===== config.mk =====
export PLATFORM = sky130hd
export DESIGN_NAME = bpc_ctrl
export DESIGN_NICKNAME = d
export VERILOG_FILES = /design/src/hw/bpc_pkg.sv /design/src/hw/bpc_drive_if.sv /design/src/hw/bpc_ctrl.sv /design/src/hw/bpc_modulator.sv /design/src/hw/bpc_param_decode.sv
export VERILOG_INCLUDE_DIRS = /design/src /design/src/hw
export SDC_FILE = /design/constraint.sdc
export NUM_CORES = 1
export LEC_CHECK = 0
export BUFFER_PORTS_ARGS = -buffer_cell sky130_fd_sc_hd__buf_2
export CORE_MARGIN = 2
export CORE_UTILIZATION = 66
export CTS_BUF_LIST = sky130_fd_sc_hd__clkbuf_8
export DETAILED_ROUTE_END_ITERATION = 10
export PLACE_DENSITY = 0.92
export SLEW_MARGIN = 20
export SYNTH_ARGS = -nofsm -noshare
export SYNTH_HDL_FRONTEND = slang
export SYNTH_SLANG_ARGS = --single-unit

===== constraint.sdc =====
create_clock -name core_clk -period 3.7 [get_ports core_clk]
set_input_delay 0.555 -clock core_clk [delete_from_list [all_inputs] [get_ports core_clk]]
set_output_delay 0.555 -clock core_clk [all_outputs]
set_load 0.01 [all_outputs]

===== src/hw/bpc_consts.svh =====
// constants for the motor power-state and parameter control block
// assumes inclusion by bare name from design files under hw/
`ifndef BPC_CONSTS_SVH
`define BPC_CONSTS_SVH

// ****************************************
// register word indices; byte address is four times the index
// ****************************************
`define BPC_OFF_STATUS 6'h10
`define BPC_OFF_SPEED 6'h00
`define BPC_OFF_DEVICE_CONTROL_REG 6'h01
`define BPC_OFF_NVCTRL 6'h02
`define BPC_OFF_DECODE 6'h03
`define BPC_OFF_PARAM_LO 6'h20
`define BPC_OFF_PARAM_HI 6'h2b
`define BPC_NV_WORDS 12

// ****************************************
// field positions and keys
// ****************************************
`define BPC_STAT_LOWPWR_BIT 6
`define BPC_UNLOCK_KEY 8'hb6
`define BPC_DEV_INHIBIT_BIT 8
`define BPC_DEV_SLEEPVAR_BIT 9
`define BPC_NV_GO_BIT 0
`define BPC_NV_LOAD_BIT 1

// ****************************************
// thresholds (8-bit analog code) and timing
// ****************************************
`define BPC_ANA_EN_SB 8'h10
`define BPC_ANA_EX_SB 8'h20
`define BPC_ANA_EN_SL 8'h10
`define BPC_ANA_EX_SL 8'h40
`define BPC_CLK_MHZ 40
`define BPC_DWELL_US 1000
`define BPC_DWELL_CYC (`BPC_DWELL_US * `BPC_CLK_MHZ)
`define BPC_NV_PROG_MS 24
`define BPC_NV_PROG_CYC (`BPC_NV_PROG_MS * 1000 * `BPC_CLK_MHZ)
`define BPC_PWM_PERIOD 512
`define BPC_RM_MIN 11'h003

`endif


===== src/hw/bpc_pkg.sv =====
// types shared by the control block modules
// assumes nothing beyond a systemverilog compiler
package bpc_pkg;
  typedef enum logic [1:0] {
    BPC_SRC_ANALOG,
    BPC_SRC_PWM,
    BPC_SRC_SERIAL
  } bpc_src_t;
  typedef enum logic [1:0] {
    BPC_PWR_RUN,
    BPC_PWR_STANDBY,
    BPC_PWR_SLEEP
  } bpc_pwr_t;
endpackage


===== src/hw/bpc_drive_if.sv =====
// carrier between the control core and the phase modulator
// assumes one clock domain
`timescale 1ns/1ps
interface bpc_drive_if;
  logic [8:0] peak_duty_output;
  logic drive_en;
  logic [2:0] phase_pwm;
  logic [1:0] grounded_phase;
  modport core (output peak_duty_output, output drive_en, input phase_pwm, input grounded_phase);
  modport mod (input peak_duty_output, input drive_en, output phase_pwm, output grounded_phase);
endinterface


===== src/hw/bpc_ctrl.sv =====
// control core: axi4-lite registers, low-power state machine, nv programming
// assumes synchronous pins, one 40 MHz clock, async active-low reset
`timescale 1ns/1ps
`include "bpc_consts.svh"

// How it works
// - output peak amplitude scales linearly with peak duty value
// - peak duty is the highest duty cycle within one revolution
// - one phase grounded while the other two are modulated
// - either low-power state stops driving the motor outputs
// - sleep: regulator and serial off, volatile registers back to default
// - standby: regulator on, registers kept, serial still answers
// - inhibit bit set blocks entering sleep or standby
// - setting inhibit while asleep does not wake the device
// - status bit 6 at 0x10 high while in standby; reads in sleep return zero with error
// - pwm mode: pin low dwell enters, pin high dwell exits
// - analog mode: thresholds with dwell; sleep exit above standby exit
// - serial mode: speed field zero for dwell enters low power
// - serial mode: nonzero speed field for dwell leaves standby
// - serial command cannot wake sleep; host must use speed pin
// - 96-bit nv store copied into parameter registers
// - unlock key 0xb6 then write-start bit starts programming
// - programming lasts about 24 ms then write-start clears itself
// - resistance code is 4-bit mantissa shifted by 3-bit exponent
// - code 0x7f decodes to 1920; below 3 is unsupported
// - resistance from first parameter register, bemf from second
// - bemf code decodes the same way, value 1090 per unit
// - peak duty derived from analog, pwm or serial speed source
module bpc_ctrl #(
  parameter int unsigned DWELL_CYC = `BPC_DWELL_CYC,
  parameter int unsigned NV_PROG_CYC = `BPC_NV_PROG_CYC
) (
  // clock and reset
  input wire logic core_clk,
  input wire logic nrst,
  // axi4-lite write address and data
  input wire logic [7:0] s_axi_awaddr,
  input wire logic s_axi_awvalid,
  output logic s_axi_awready,
  input wire logic [31:0] s_axi_wdata,
  input wire logic [3:0] s_axi_wstrb,
  input wire logic s_axi_wvalid,
  output logic s_axi_wready,
  output logic [1:0] s_axi_bresp,
  output logic s_axi_bvalid,
  input wire logic s_axi_bready,
  // axi4-lite read
  input wire logic [7:0] s_axi_araddr,
  input wire logic s_axi_arvalid,
  output logic s_axi_arready,
  output logic [31:0] s_axi_rdata,
  output logic [1:0] s_axi_rresp,
  output logic s_axi_rvalid,
  input wire logic s_axi_rready,
  // speed pin: digital level and analog code
  input wire logic speed_pin_level,
  input wire logic [7:0] speed_pin_analog,
  input wire logic [1:0] speed_mode_sel,
  // motor and regulator
  output logic [2:0] phase_pwm,
  output logic [1:0] grounded_phase,
  output logic regulator_en
);
  bpc_drive_if drv ();

  logic [7:0] nv_mem_q [`BPC_NV_WORDS];
  logic [7:0] param_q [`BPC_NV_WORDS];
  logic [8:0] serial_speed_command_q;
  logic [7:0] program_unlock_key_q;
  logic low_power_inhibit_q;
  logic sleep_variant_q;
  logic nv_write_go_q;
  logic param_load_sel_q;
  logic [25:0] nv_cnt_q;
  logic [25:0] dwell_q;
  logic [8:0] pwm_hi_q;
  logic [8:0] pwm_meas_q;
  logic [8:0] pwm_pos_q;
  logic [8:0] duty_q;
  logic [10:0] rm_value;
  logic [10:0] kt_value;
  bpc_pkg::bpc_pwr_t pwr_q;
  logic [7:0] aw_q;
  logic aw_have_q;
  logic [31:0] w_q;
  logic w_have_q;
  logic wr_fire;
  logic serial_on;
  logic enter_cond;
  logic exit_cond;
  logic [31:0] rd_val;
  logic rd_ok;
  logic [1:0] reload_q;

  // ****************************************
  // axi4-lite write path
  // ****************************************

  // address and data captured independently; response after both
  assign wr_fire = aw_have_q && w_have_q && !s_axi_bvalid;
  always_ff @(posedge core_clk or negedge nrst) begin
    if (!nrst) begin
      aw_have_q <= 1'b0;
      w_have_q <= 1'b0;
      aw_q <= 8'h00;
      w_q <= 32'h0000_0000;
      s_axi_bvalid <= 1'b0;
      s_axi_bresp <= 2'h0;
    end else begin
      if (s_axi_awvalid && s_axi_awready) begin
        aw_have_q <= 1'b1;
        aw_q <= s_axi_awaddr;
      end
      if (s_axi_wvalid && s_axi_wready) begin
        w_have_q <= 1'b1;
        w_q <= s_axi_wdata & {{8{s_axi_wstrb[3]}}, {8{s_axi_wstrb[2]}},
                              {8{s_axi_wstrb[1]}}, {8{s_axi_wstrb[0]}}};
      end
      if (wr_fire) begin
        aw_have_q <= 1'b0;
        w_have_q <= 1'b0;
        s_axi_bvalid <= 1'b1;
        s_axi_bresp <= serial_on ? 2'h0 : 2'h2; // serial off in sleep
      end else if (s_axi_bvalid && s_axi_bready) begin
        s_axi_bvalid <= 1'b0;
      end
    end
  end
  assign s_axi_awready = !aw_have_q;
  assign s_axi_wready = !w_have_q;

  // serial interface answers in run and standby only
  assign serial_on = (pwr_q != bpc_pkg::BPC_PWR_SLEEP);

  // ****************************************
  // control registers
  // ****************************************

  // volatile control; sleep restores defaults
  always_ff @(posedge core_clk or negedge nrst) begin
    if (!nrst) begin
      serial_speed_command_q <= 9'h000;
      program_unlock_key_q <= 8'h00;
      low_power_inhibit_q <= 1'b0;
      sleep_variant_q <= 1'b0;
      param_load_sel_q <= 1'b0;
    end else if (pwr_q == bpc_pkg::BPC_PWR_SLEEP) begin
      serial_speed_command_q <= 9'h000;
      program_unlock_key_q <= 8'h00;
      low_power_inhibit_q <= 1'b0;
      sleep_variant_q <= 1'b0;
      param_load_sel_q <= 1'b0;
    end else if (wr_fire) begin
      unique case (aw_q[7:2])
        `BPC_OFF_SPEED: serial_speed_command_q <= w_q[8:0];
        `BPC_OFF_DEVICE_CONTROL_REG: begin
          program_unlock_key_q <= w_q[7:0];
          low_power_inhibit_q <= w_q[`BPC_DEV_INHIBIT_BIT];
          sleep_variant_q <= w_q[`BPC_DEV_SLEEPVAR_BIT];
        end
        `BPC_OFF_NVCTRL: param_load_sel_q <= w_q[`BPC_NV_LOAD_BIT];
        default: ;
      endcase
    end
  end

  // parameter registers: loaded from nv store, or written by host
  always_ff @(posedge core_clk or negedge nrst) begin
    if (!nrst) begin
      for (int i = 0; i < `BPC_NV_WORDS; i++) param_q[i] <= 8'h00;
    end else if (reload_q != 2'h0) begin
      for (int i = 0; i < `BPC_NV_WORDS; i++) param_q[i] <= nv_mem_q[i];
    end else if (wr_fire && aw_q[7:2] >= `BPC_OFF_PARAM_LO
                 && aw_q[7:2] <= `BPC_OFF_PARAM_HI) begin
      param_q[4'(aw_q[7:2] - `BPC_OFF_PARAM_LO)] <= w_q[7:0];
    end
  end

  // copy nv into parameters after reset and on sleep wake
  always_ff @(posedge core_clk or negedge nrst) begin
    if (!nrst) begin
      reload_q <= 2'h1;
    end else begin
      reload_q <= (pwr_q == bpc_pkg::BPC_PWR_SLEEP) ? 2'h2 : 2'h0;
    end
  end

  // ****************************************
  // nv programming sequencer
  // ****************************************

  // go only with key present; bit self-clears after program time
  always_ff @(posedge core_clk or negedge nrst) begin
    if (!nrst) begin
      nv_write_go_q <= 1'b0;
      nv_cnt_q <= 26'h0000000;
    end else if (nv_write_go_q) begin
      if (nv_cnt_q == 26'(NV_PROG_CYC - 1)) begin
        nv_write_go_q <= 1'b0;
        nv_cnt_q <= 26'h0000000;
      end else begin
        nv_cnt_q <= nv_cnt_q + 26'h0000001;
      end
    end else if (wr_fire && serial_on && aw_q[7:2] == `BPC_OFF_NVCTRL && w_q[`BPC_NV_GO_BIT]
                 && program_unlock_key_q == `BPC_UNLOCK_KEY) begin
      nv_write_go_q <= 1'b1;
    end
  end

  // nv array committed at end of programming when load bit set, untouched otherwise
  always_ff @(posedge core_clk or negedge nrst) begin
    if (!nrst) begin
      for (int i = 0; i < `BPC_NV_WORDS; i++) nv_mem_q[i] <= 8'h00;
    end else if (nv_write_go_q && nv_cnt_q == 26'(NV_PROG_CYC - 1) && param_load_sel_q) begin
      for (int i = 0; i < `BPC_NV_WORDS; i++) nv_mem_q[i] <= param_q[i];
    end
  end

  // ****************************************
  // speed command to peak duty
  // ****************************************

  // pwm pin duty measured over a fixed window
  always_ff @(posedge core_clk or negedge nrst) begin
    if (!nrst) begin
      pwm_pos_q <= 9'h000;
      pwm_hi_q <= 9'h000;
      pwm_meas_q <= 9'h000;
    end else begin
      pwm_pos_q <= pwm_pos_q + 9'h001;
      if (pwm_pos_q == 9'h1ff) begin
        pwm_meas_q <= pwm_hi_q;
        pwm_hi_q <= 9'h000; // 511 samples a window, so full high cannot wrap
      end else begin
        pwm_hi_q <= pwm_hi_q + {8'h00, speed_pin_level};
      end
    end
  end

  // source select for peak duty
  always_ff @(posedge core_clk or negedge nrst) begin
    if (!nrst) begin
      duty_q <= 9'h000;
    end else begin
      unique case (speed_mode_sel)
        2'h1: duty_q <= pwm_meas_q;
        2'h2: duty_q <= serial_speed_command_q;
        default: duty_q <= {speed_pin_analog, speed_pin_analog[7]};
      endcase
    end
  end
  assign drv.peak_duty_output = duty_q; // full scale means full supply peak
  assign drv.drive_en = (pwr_q == bpc_pkg::BPC_PWR_RUN);

  // ****************************************
  // low-power state machine
  // ****************************************

  // entry and exit conditions per speed mode
  always_comb begin
    unique case (speed_mode_sel)
      2'h1: begin
        enter_cond = !speed_pin_level;
        exit_cond = speed_pin_level;
      end
      2'h2: begin
        enter_cond = (serial_speed_command_q == 9'h000);
        exit_cond = (pwr_q == bpc_pkg::BPC_PWR_SLEEP) ? speed_pin_level
                    : (serial_speed_command_q != 9'h000);
      end
      default: begin
        enter_cond = speed_pin_analog < (sleep_variant_q ? `BPC_ANA_EN_SL : `BPC_ANA_EN_SB);
        exit_cond = (pwr_q == bpc_pkg::BPC_PWR_SLEEP) ? (speed_pin_analog > `BPC_ANA_EX_SL)
                    : (speed_pin_analog > `BPC_ANA_EX_SB);
      end
    endcase
  end

  // one dwell timer; restarts when its condition breaks
  always_ff @(posedge core_clk or negedge nrst) begin
    if (!nrst) begin
      dwell_q <= 26'h0000000;
      pwr_q <= bpc_pkg::BPC_PWR_RUN;
    end else begin
      unique case (pwr_q)
        bpc_pkg::BPC_PWR_RUN: begin
          if (!enter_cond || low_power_inhibit_q) begin
            dwell_q <= 26'h0000000;
          end else if (dwell_q == 26'(DWELL_CYC - 1)) begin
            dwell_q <= 26'h0000000;
            pwr_q <= sleep_variant_q ? bpc_pkg::BPC_PWR_SLEEP : bpc_pkg::BPC_PWR_STANDBY;
          end else begin
            dwell_q <= dwell_q + 26'h0000001;
          end
        end
        default: begin
          // inhibit not consulted here, only exit condition wakes
          if (!exit_cond) begin
            dwell_q <= 26'h0000000;
          end else if (dwell_q == 26'(DWELL_CYC - 1)) begin
            dwell_q <= 26'h0000000;
            pwr_q <= bpc_pkg::BPC_PWR_RUN;
          end else begin
            dwell_q <= dwell_q + 26'h0000001;
          end
        end
      endcase
    end
  end

  // ****************************************
  // read path
  // ****************************************

  // parameter decode from first and second parameter registers
  bpc_param_decode u_dec (
    .rm_code(param_q[0][6:0]),
    .kt_code(param_q[1][6:0]),
    .rm_value(rm_value),
    .kt_value(kt_value)
  );

  always_comb begin
    rd_val = 32'h0000_0000;
    rd_ok = 1'b1;
    if (s_axi_araddr[7:2] >= `BPC_OFF_PARAM_LO && s_axi_araddr[7:2] <= `BPC_OFF_PARAM_HI) begin
      rd_val = {24'h000000, param_q[4'(s_axi_araddr[7:2] - `BPC_OFF_PARAM_LO)]};
    end else begin
      unique case (s_axi_araddr[7:2])
        `BPC_OFF_SPEED: rd_val = {23'h000000, serial_speed_command_q};
        `BPC_OFF_DEVICE_CONTROL_REG: rd_val = {22'h000000, sleep_variant_q, low_power_inhibit_q,
                                   program_unlock_key_q};
        `BPC_OFF_NVCTRL: rd_val = {30'h00000000, param_load_sel_q, nv_write_go_q};
        // low rm value flagged unsupported in bit 31
        `BPC_OFF_DECODE: rd_val = {rm_value < `BPC_RM_MIN, 4'h0, kt_value, 5'h00, rm_value};
        `BPC_OFF_STATUS: rd_val = {25'h0000000, pwr_q != bpc_pkg::BPC_PWR_RUN, 6'h00};
        default: rd_ok = 1'b0;
      endcase
    end
  end

  // one read at a time, answered the cycle after address taken
  always_ff @(posedge core_clk or negedge nrst) begin
    if (!nrst) begin
      s_axi_rvalid <= 1'b0;
      s_axi_rdata <= 32'h0000_0000;
      s_axi_rresp <= 2'h0;
    end else if (s_axi_arvalid && s_axi_arready) begin
      s_axi_rvalid <= 1'b1;
      s_axi_rdata <= serial_on ? rd_val : 32'h0000_0000;
      s_axi_rresp <= (!serial_on || !rd_ok) ? 2'h2 : 2'h0;
    end else if (s_axi_rvalid && s_axi_rready) begin
      s_axi_rvalid <= 1'b0;
    end
  end
  assign s_axi_arready = !s_axi_rvalid;

  // ****************************************
  // outputs
  // ****************************************

  bpc_modulator u_mod (
    .core_clk(core_clk),
    .nrst(nrst),
    .drv(drv)
  );
  assign phase_pwm = drv.phase_pwm;
  assign grounded_phase = drv.grounded_phase;

  // regulator stays on except in sleep
  always_ff @(posedge core_clk or negedge nrst) begin
    if (!nrst) begin
      regulator_en <= 1'b1;
    end else begin
      regulator_en <= (pwr_q != bpc_pkg::BPC_PWR_SLEEP);
    end
  end
endmodule


===== src/hw/bpc_modulator.sv =====
// three-phase modulator with one phase clamped to ground per sector
// assumes drive_if from the core, single clock, async active-low reset
`timescale 1ns/1ps
`include "bpc_consts.svh"
module bpc_modulator (
  // clock and reset
  input wire logic core_clk,
  input wire logic nrst,
  // drive carrier
  bpc_drive_if.mod drv
);
  logic [8:0] cnt_q;
  logic [5:0] sec_q;
  logic [2:0] pwm_q;
  logic [1:0] gnd_q;
  logic [9:0] cmp_a;
  logic [9:0] cmp_b;

  // carrier and sector counters; sector steps each pwm period
  always_ff @(posedge core_clk or negedge nrst) begin
    if (!nrst) begin
      cnt_q <= 9'h000;
      sec_q <= 6'h00;
    end else begin
      cnt_q <= cnt_q + 9'h001;
      if (cnt_q == 9'h1ff) begin
        sec_q <= (sec_q == 6'h2f) ? 6'h00 : sec_q + 6'h01;
      end
    end
  end

  // crude third-harmonic shape: two active phases scaled by peak duty
  always_comb begin
    cmp_a = {1'b0, drv.peak_duty_output};
    cmp_b = {1'b0, drv.peak_duty_output} >> 1;
  end

  // grounded phase rotates a third of a revolution at a time
  always_ff @(posedge core_clk or negedge nrst) begin
    if (!nrst) begin
      pwm_q <= 3'h0;
      gnd_q <= 2'h0;
    end else if (!drv.drive_en) begin
      pwm_q <= 3'h0; // outputs idle in low power
      gnd_q <= 2'h0;
    end else begin
      gnd_q <= (sec_q < 6'h10) ? 2'h0 : (sec_q < 6'h20) ? 2'h1 : 2'h2;
      // peak duty sets highest on-time in the revolution
      pwm_q[0] <= (sec_q >= 6'h10) && ({1'b0, cnt_q} < cmp_a);
      pwm_q[1] <= (sec_q < 6'h10 || sec_q >= 6'h20) && ({1'b0, cnt_q} < cmp_b);
      pwm_q[2] <= (sec_q < 6'h20) && ({1'b0, cnt_q} < cmp_a);
    end
  end

  assign drv.phase_pwm = pwm_q;
  assign drv.grounded_phase = gnd_q;
endmodule


===== src/hw/bpc_param_decode.sv =====
// mantissa/exponent decoder for the two motor parameter codes
// assumes 7-bit codes, purely combinational
`timescale 1ns/1ps
module bpc_param_decode (
  // codes
  input wire logic [6:0] rm_code,
  input wire logic [6:0] kt_code,
  // decoded values
  output logic [10:0] rm_value,
  output logic [10:0] kt_value
);
  // value = mantissa << exponent; 0x7f gives 1920
  always_comb begin
    rm_value = 11'({7'h00, rm_code[3:0]} << rm_code[6:4]);
    kt_value = 11'({7'h00, kt_code[3:0]} << kt_code[6:4]);
  end
endmodule


# Word-level counts from Yosys, hierarchy flattened
# Cells that the tools add are included.
# totals
register_bits,384
latch_bits,0
ramBits,0
romBits,0
in_bits,70
out_inout_bits,47
word_cells,216
n_memories,0
# op_classes
add_sub_neg,8
n_mul,0
div,0
magnitude_cmp,17
n_eq_ne,17
shifts,2
muxes,64
bitwise_logic,3
reduce_logical,53
# ops
cell,count
96-bit two-way mux,2
32-bit case mux with 5 select lines,1
26-bit two-way mux,5
96-bit bitwise mux,1
32-bit two-way mux,2
26-bit by 1-bit adder with 26-bit output (second input constant),2
8-bit two-way mux,6
9-bit two-way mux,4
8-bit binary-select mux with 4-bit select,1
8-bit demux with 4-bit select,1
26-bit by 16-bit equality test with 1-bit output (second input constant),1
26-bit by 20-bit equality test with 1-bit output (second input constant),1
1-bit two-way mux,24
2-bit two-way mux,12
2-bit nonzero test,12
4-bit by 3-bit << shifter with 11-bit output,2
1-bit logical AND,20
9-bit by 1-bit adder with 9-bit output (second input constant),2
6-bit by 2-bit equality test with 1-bit output (second input constant),3
9-bit equality test (second input constant),2
6-bit >= comparator (second input constant),3
9-bit case mux with 2 select lines,1
6-bit by 1-bit equality test with 1-bit output (second input constant),2
6-bit <= comparator (second input constant),2
34 further kinds,52

# Logic depth before layout (Yosys ltp)
# logic_depth
word_depth,9
depth_mapped,10
mapped_depth_nobuf,10

# By module
# Synthesis repeated with hierarchy kept, for this count alone.
# hier_totals
cells_unflattened,1578
hier_area_um2,17889.7
# by_module_without_submodules
module,n_inst,cells_each,area_per_inst_um2
bpc_ctrl,1,1414,16368.2
bpc_modulator,1,109,1153.6
bpc_param_decode,1,55,367.9

# Worst setup path after synthesis
# Ideal clock, no wire load.
# synth_timing
kind,input to register
startpoint,input speed_mode_sel[0]
endpoint,register pwr_q[0]
arrival_ps,2195
setup_slack_ps,1380
stages,9
n_path_buf,2
cell_sequence,inv_1 ha_1 clkbuf_1 nor2b_1 o31ai_1 a21oi_1 buf_2 nand2b_4 mux2_2
# synth_between
elab_chain_len,6
elab_cells_between_ends,9
cone_classes,eq/ne: 3; mux: 2; reduce/logical: 4
# synth_rtl
element,line,rtl
start: declaration,bpc_ctrl.sv:58,"input wire logic [1:0] speed_mode_sel,"
2-bit equality test / 2-bit by 1-bit equality test with 1-bit output (equally long branches),bpc_ctrl.sv:261,unique case (speed_mode_sel)
1-bit case mux with 2 select lines,bpc_ctrl.sv:261,
1-bit zero test,bpc_ctrl.sv:287,if (!enter_cond || low_power_inhibit_q) begin
1-bit logical OR,bpc_ctrl.sv:287,
2-bit != test (no line),--,
3-bit AND reduction (no line) *,--,
end signal: assignment,bpc_ctrl.sv:283,pwr_q <= bpc_pkg::BPC_PWR_RUN;
end signal: assignment,bpc_ctrl.sv:291,pwr_q <= sleep_variant_q ? bpc_pkg::BPC_PWR_SLEEP : bpc_pkg::BPC_PWR_STANDBY;
end signal: assignment,bpc_ctrl.sv:302,pwr_q <= bpc_pkg::BPC_PWR_RUN;
end: declaration,bpc_ctrl.sv:82,bpc_pkg::bpc_pwr_t pwr_q;
# Mark *: on every way between the ends. The rest lies on a longest branch, timed or not.
# A chain may end at the register's enable or synchronous reset.

# Final worst setup path
# layout_timing
startpoint,register s_axi_bvalid
endpoint,register param_q[2] (netlist name)
# layout_between
elab_chain_len,5
# layout_rtl
element,line,rtl
start: declaration,bpc_ctrl.sv:45,"output logic s_axi_bvalid,"
start signal: assignment,bpc_ctrl.sv:107,s_axi_bvalid <= 1'b0;
start signal: assignment,bpc_ctrl.sv:122,s_axi_bvalid <= 1'b1;
start signal: assignment,bpc_ctrl.sv:125,s_axi_bvalid <= 1'b0;
1-bit zero test,bpc_ctrl.sv:100,assign wr_fire = aw_have_q && w_have_q && !s_axi_bvalid;
1-bit logical AND,bpc_ctrl.sv:100,
1-bit logical AND (no line) (2 in series),--,
2-bit nonzero test (no line),--,
end signal: indexed assignment,bpc_ctrl.sv:175,param_q[4'(aw_q[7:2] - `BPC_OFF_PARAM_LO)] <= w_q[7:0];
end: declaration,bpc_ctrl.sv:67,logic [7:0] param_q [`BPC_NV_WORDS];
# Every way passes these cells.

==> flow_summary.yaml <==
sta:
  fin_crit_ns: 2.66
  worst_slew_pin_slew_ns: 0.993
  min_period_over_period_pct: 72.0
  tns_ns: 0
  whs_ns: 0.143
  clock_skew_ns: 0.0256
  timing.fmax_mhz: 376
  drv_slew: 0
  setup_violations: 0
  rsz0062_at_grt: "false"
  hold_viol_final: 0
  timing.slew.headroom_pct: 33.8
placed_design:
  port_buffers: 77
  hpwl_um: 26600
  gp_congestion: 0.904
final_layout:
  drive_gt1_share_pct: 20.6
  area_growth_pct: 9.96
  nets: 1743
worst_setup_path:
  required_ns: 4.14
  arrival_ns: 3.11
  worst-path-max-fanout: 8
  endpoint_kind: "register"
  critPathLaunchType: "register"
  critical_path_class: "reg2reg"
synthesis:
  seq_area_frac_synth_pct: 52.2
  ys_top_cells_by_count: "dfrtp_1 (369), nand2_1 (206), mux2i_1 (119), o21ai_0 (118), nor2_1 (102)"
  synth_edf_count: 0
  synth_seq_cells: 371
  synthTopCellsByArea: "dfrtp_1 (52%), mux2i_1 (6.7%), mux2_2 (5.0%)"
  synth_warnings: 0
  async_flop_share_pct: 100
  yosys.area.top_type: "dfrtp_1"
  syn-cell-area_um2: 17800
  synth_ff_type: "dfrtp_1"
  syn_inst: 1582
  synth.avg_cell_area_um2: 11.2
  yosys.area.top_type_share_pct: 51.9
  synth_most_common_cell: "dfrtp_1"
  synth.distinct_cells: 65
status:
  status: "finished clean"
cts:
  cts_tree: "built"
  cts_buffers: 57
  cts.htree.levels: 2
  clockBufferDepth: 3
  cts_sinks: 371
  clk_latency_ns: 0.60
  path_clk_slew_ns: 0.06
  cts_resized: 0
  cts_root_buffer: "clkbuf_8"
global_route:
  grt-ovfl-total: 0
  antenna_found_initial: 1
  grt_pass1_wl_um: 67900
  grt_max_degree: 141
  grt_use_total_pct: 29.9
  grt_pass1_vias: 13300
floorplan:
  die_w_um: 168
  coreArea_um2: 26700
  dieHeight_um: 168
  pin_count: 117
  initial_core_util_pct: 66.6
  num_rows: 60
  die_area_um2: 28300
power:
  powerDensity_nw_per_um2: 482
  ir_worst_vdd_mv: 0.330
  cellLeakagePower_nw: 9.93
routing:
  wirelength_met1_um: 16700
  vias: 12900
  topRoutingLayerUsed: "met4"
  ant_nets: 0
  drt_iter0_drc: 1445
  drtPass1Iterations: 6
  wl_per_cell_um: 20.5
  wl_met3_um: 2990
  wl_met2_um: 20100
  drt-vias-per-instance: 6.35
  drt_wl_total_um: 41700
  drc_errors: 0
run:
  maxCapViolCount: 0
min_path:
  hold_path.class: "in2reg"
[timing repair]
| item | CTS | global route |
|---|---|---|
| hold endpoints to repair | 60 | 0 |
| hold buffers | 1 | 0 |
| buffers inserted | 0 | 0 |
[worst max-delay path, cell delays in order, from the launching register on]
cell and delay [ns]:
dfrtp_1 0.38, nand3b_1 0.33, or3b_4 0.50, nor2_1 0.20, nand3b_1 0.60, mux2i_1 0.38
o21ai_0 0.12
[power breakdown]
group          switching, W  internal [W]  total [W]  leakage (nW)
Combinational      0.000660      0.000422    0.00108          4.16
Sequential         0.000543       0.00432    0.00486          5.08
Clock               0.00157       0.00192    0.00349         0.699
Total               0.00277       0.00666    0.00943          9.93
[cell type report]
cell class	instances	area (um2)
Antenna cell	1	2.50
Multi-Input combinational cell	1095	7950
Inverter	26	97.6
Clock buffer	74	1020
Clock inverter	30	174
Tap cell	341	427
Fill cell	1606	7160
Sequential cell	371	9290
Timing Repair Buffer	96	603
[metrics by stage]
stage	total power, W	util (%)	cell area (um2)	cells	setup slack (ns)
floorplan	0.00543	-	17800	1593	1.38
global placement	0.00588	68.7	18400	1928	0.953
detailed placement	0.00595	68.7	18400	1928	0.927
CTS	0.00944	73.2	19600	2033	1.05
global route	0.00976	73.2	19600	2034	0.893
finish	0.00943	73.2	19600	2034	1.04
[cell families (layout without fill, tap and decap cells)]
| kind of cell | after synthesis | count (layout) | synth area share, % |
|---|---|---|---|
| xor+xnor | 68 | 68 | 3.35 |
| mux | 262 | 262 | 18.1 |
| other cells | 1 | 13 | 0.0211 |
| buf+inv | 127 | 226 | 3.37 |
| simple gates | 481 | 481 | 12.8 |
| flops | 371 | 371 | 52.2 |
| compound gates | 246 | 246 | 8.28 |
| fa+ha+maj | 26 | 26 | 1.83 |
[cells in the final DEF, fill, tap and decap left out, drive strengths merged, types with 11 or more instances in the layout]
| master | instances |
|---|---|
| clkbuf | 74 |
| xnor2 | 33 |
| mux4 | 24 |
| o21ai | 141 |
| dfrtp | 369 |
| mux2i | 119 |
| ha | 26 |
| nor3 | 11 |
| nand3 | 47 |
| nand4 | 18 |
| inv | 49 |
| xor2 | 35 |
| and3 | 16 |
| mux2 | 119 |
| nor2 | 102 |
| nand2 | 217 |
| nor4 | 14 |
| a21oi | 33 |
| buf | 95 |
| conb | 12 |
[flip-flops by register name, indices dropped and copies added (netlist names), 3 cells and up]
name,flops
aw_q,6
drv.peak_duty_output,9
dwell_q,26
nv_cnt_q,26
nv_mem_q,96
param_q,96
program_unlock_key_q,8
pwm_hi_q,9
pwm_meas_q,9
pwm_pos_q,9
s_axi_rdata,23
serial_speed_command_q,9
u_mod.cnt_q,9
u_mod.drv.phase_pwm,3
u_mod.sec_q,6
w_q,10
[worst paths after layout]
| path | startpoint | endpoint | slack, ns | cells after the start |
|---|---|---|---|---|
| hold / removal | s_axi_rready | s_axi_rvalid$_DFFE_PN0P_ | 0.14 | 2 |
| hold reg to reg | pwm_pos_q[0]$_DFF_PN0_ | pwm_pos_q[0]$_DFF_PN0_ | 0.47 | 1 |
| min in group asynchronous | nrst | dwell_q[20]$_DFF_PN0_ | 0.55 | 2 |
| setup reg to reg | s_axi_bvalid$_DFFE_PN0P_ | param_q[2]$_DFFE_PN0P_ | 1.04 | 6 |
| setup / recovery | s_axi_bvalid$_DFFE_PN0P_ | param_q[2]$_DFFE_PN0P_ | 1.04 | 6 |
| max in group asynchronous | nrst | u_mod.sec_q[3]$_DFFE_PN0N_ | 2.19 | 3 |
[routing by layer]
metal	global-route usage (%)	vias to the layer above
met5	0	-
met4	14.7	0
met3	4.68	166
met2	49.2	611
met1	39.3	6447
li1	-	5686
Note: power is estimated with default switching activity, not from simulation.
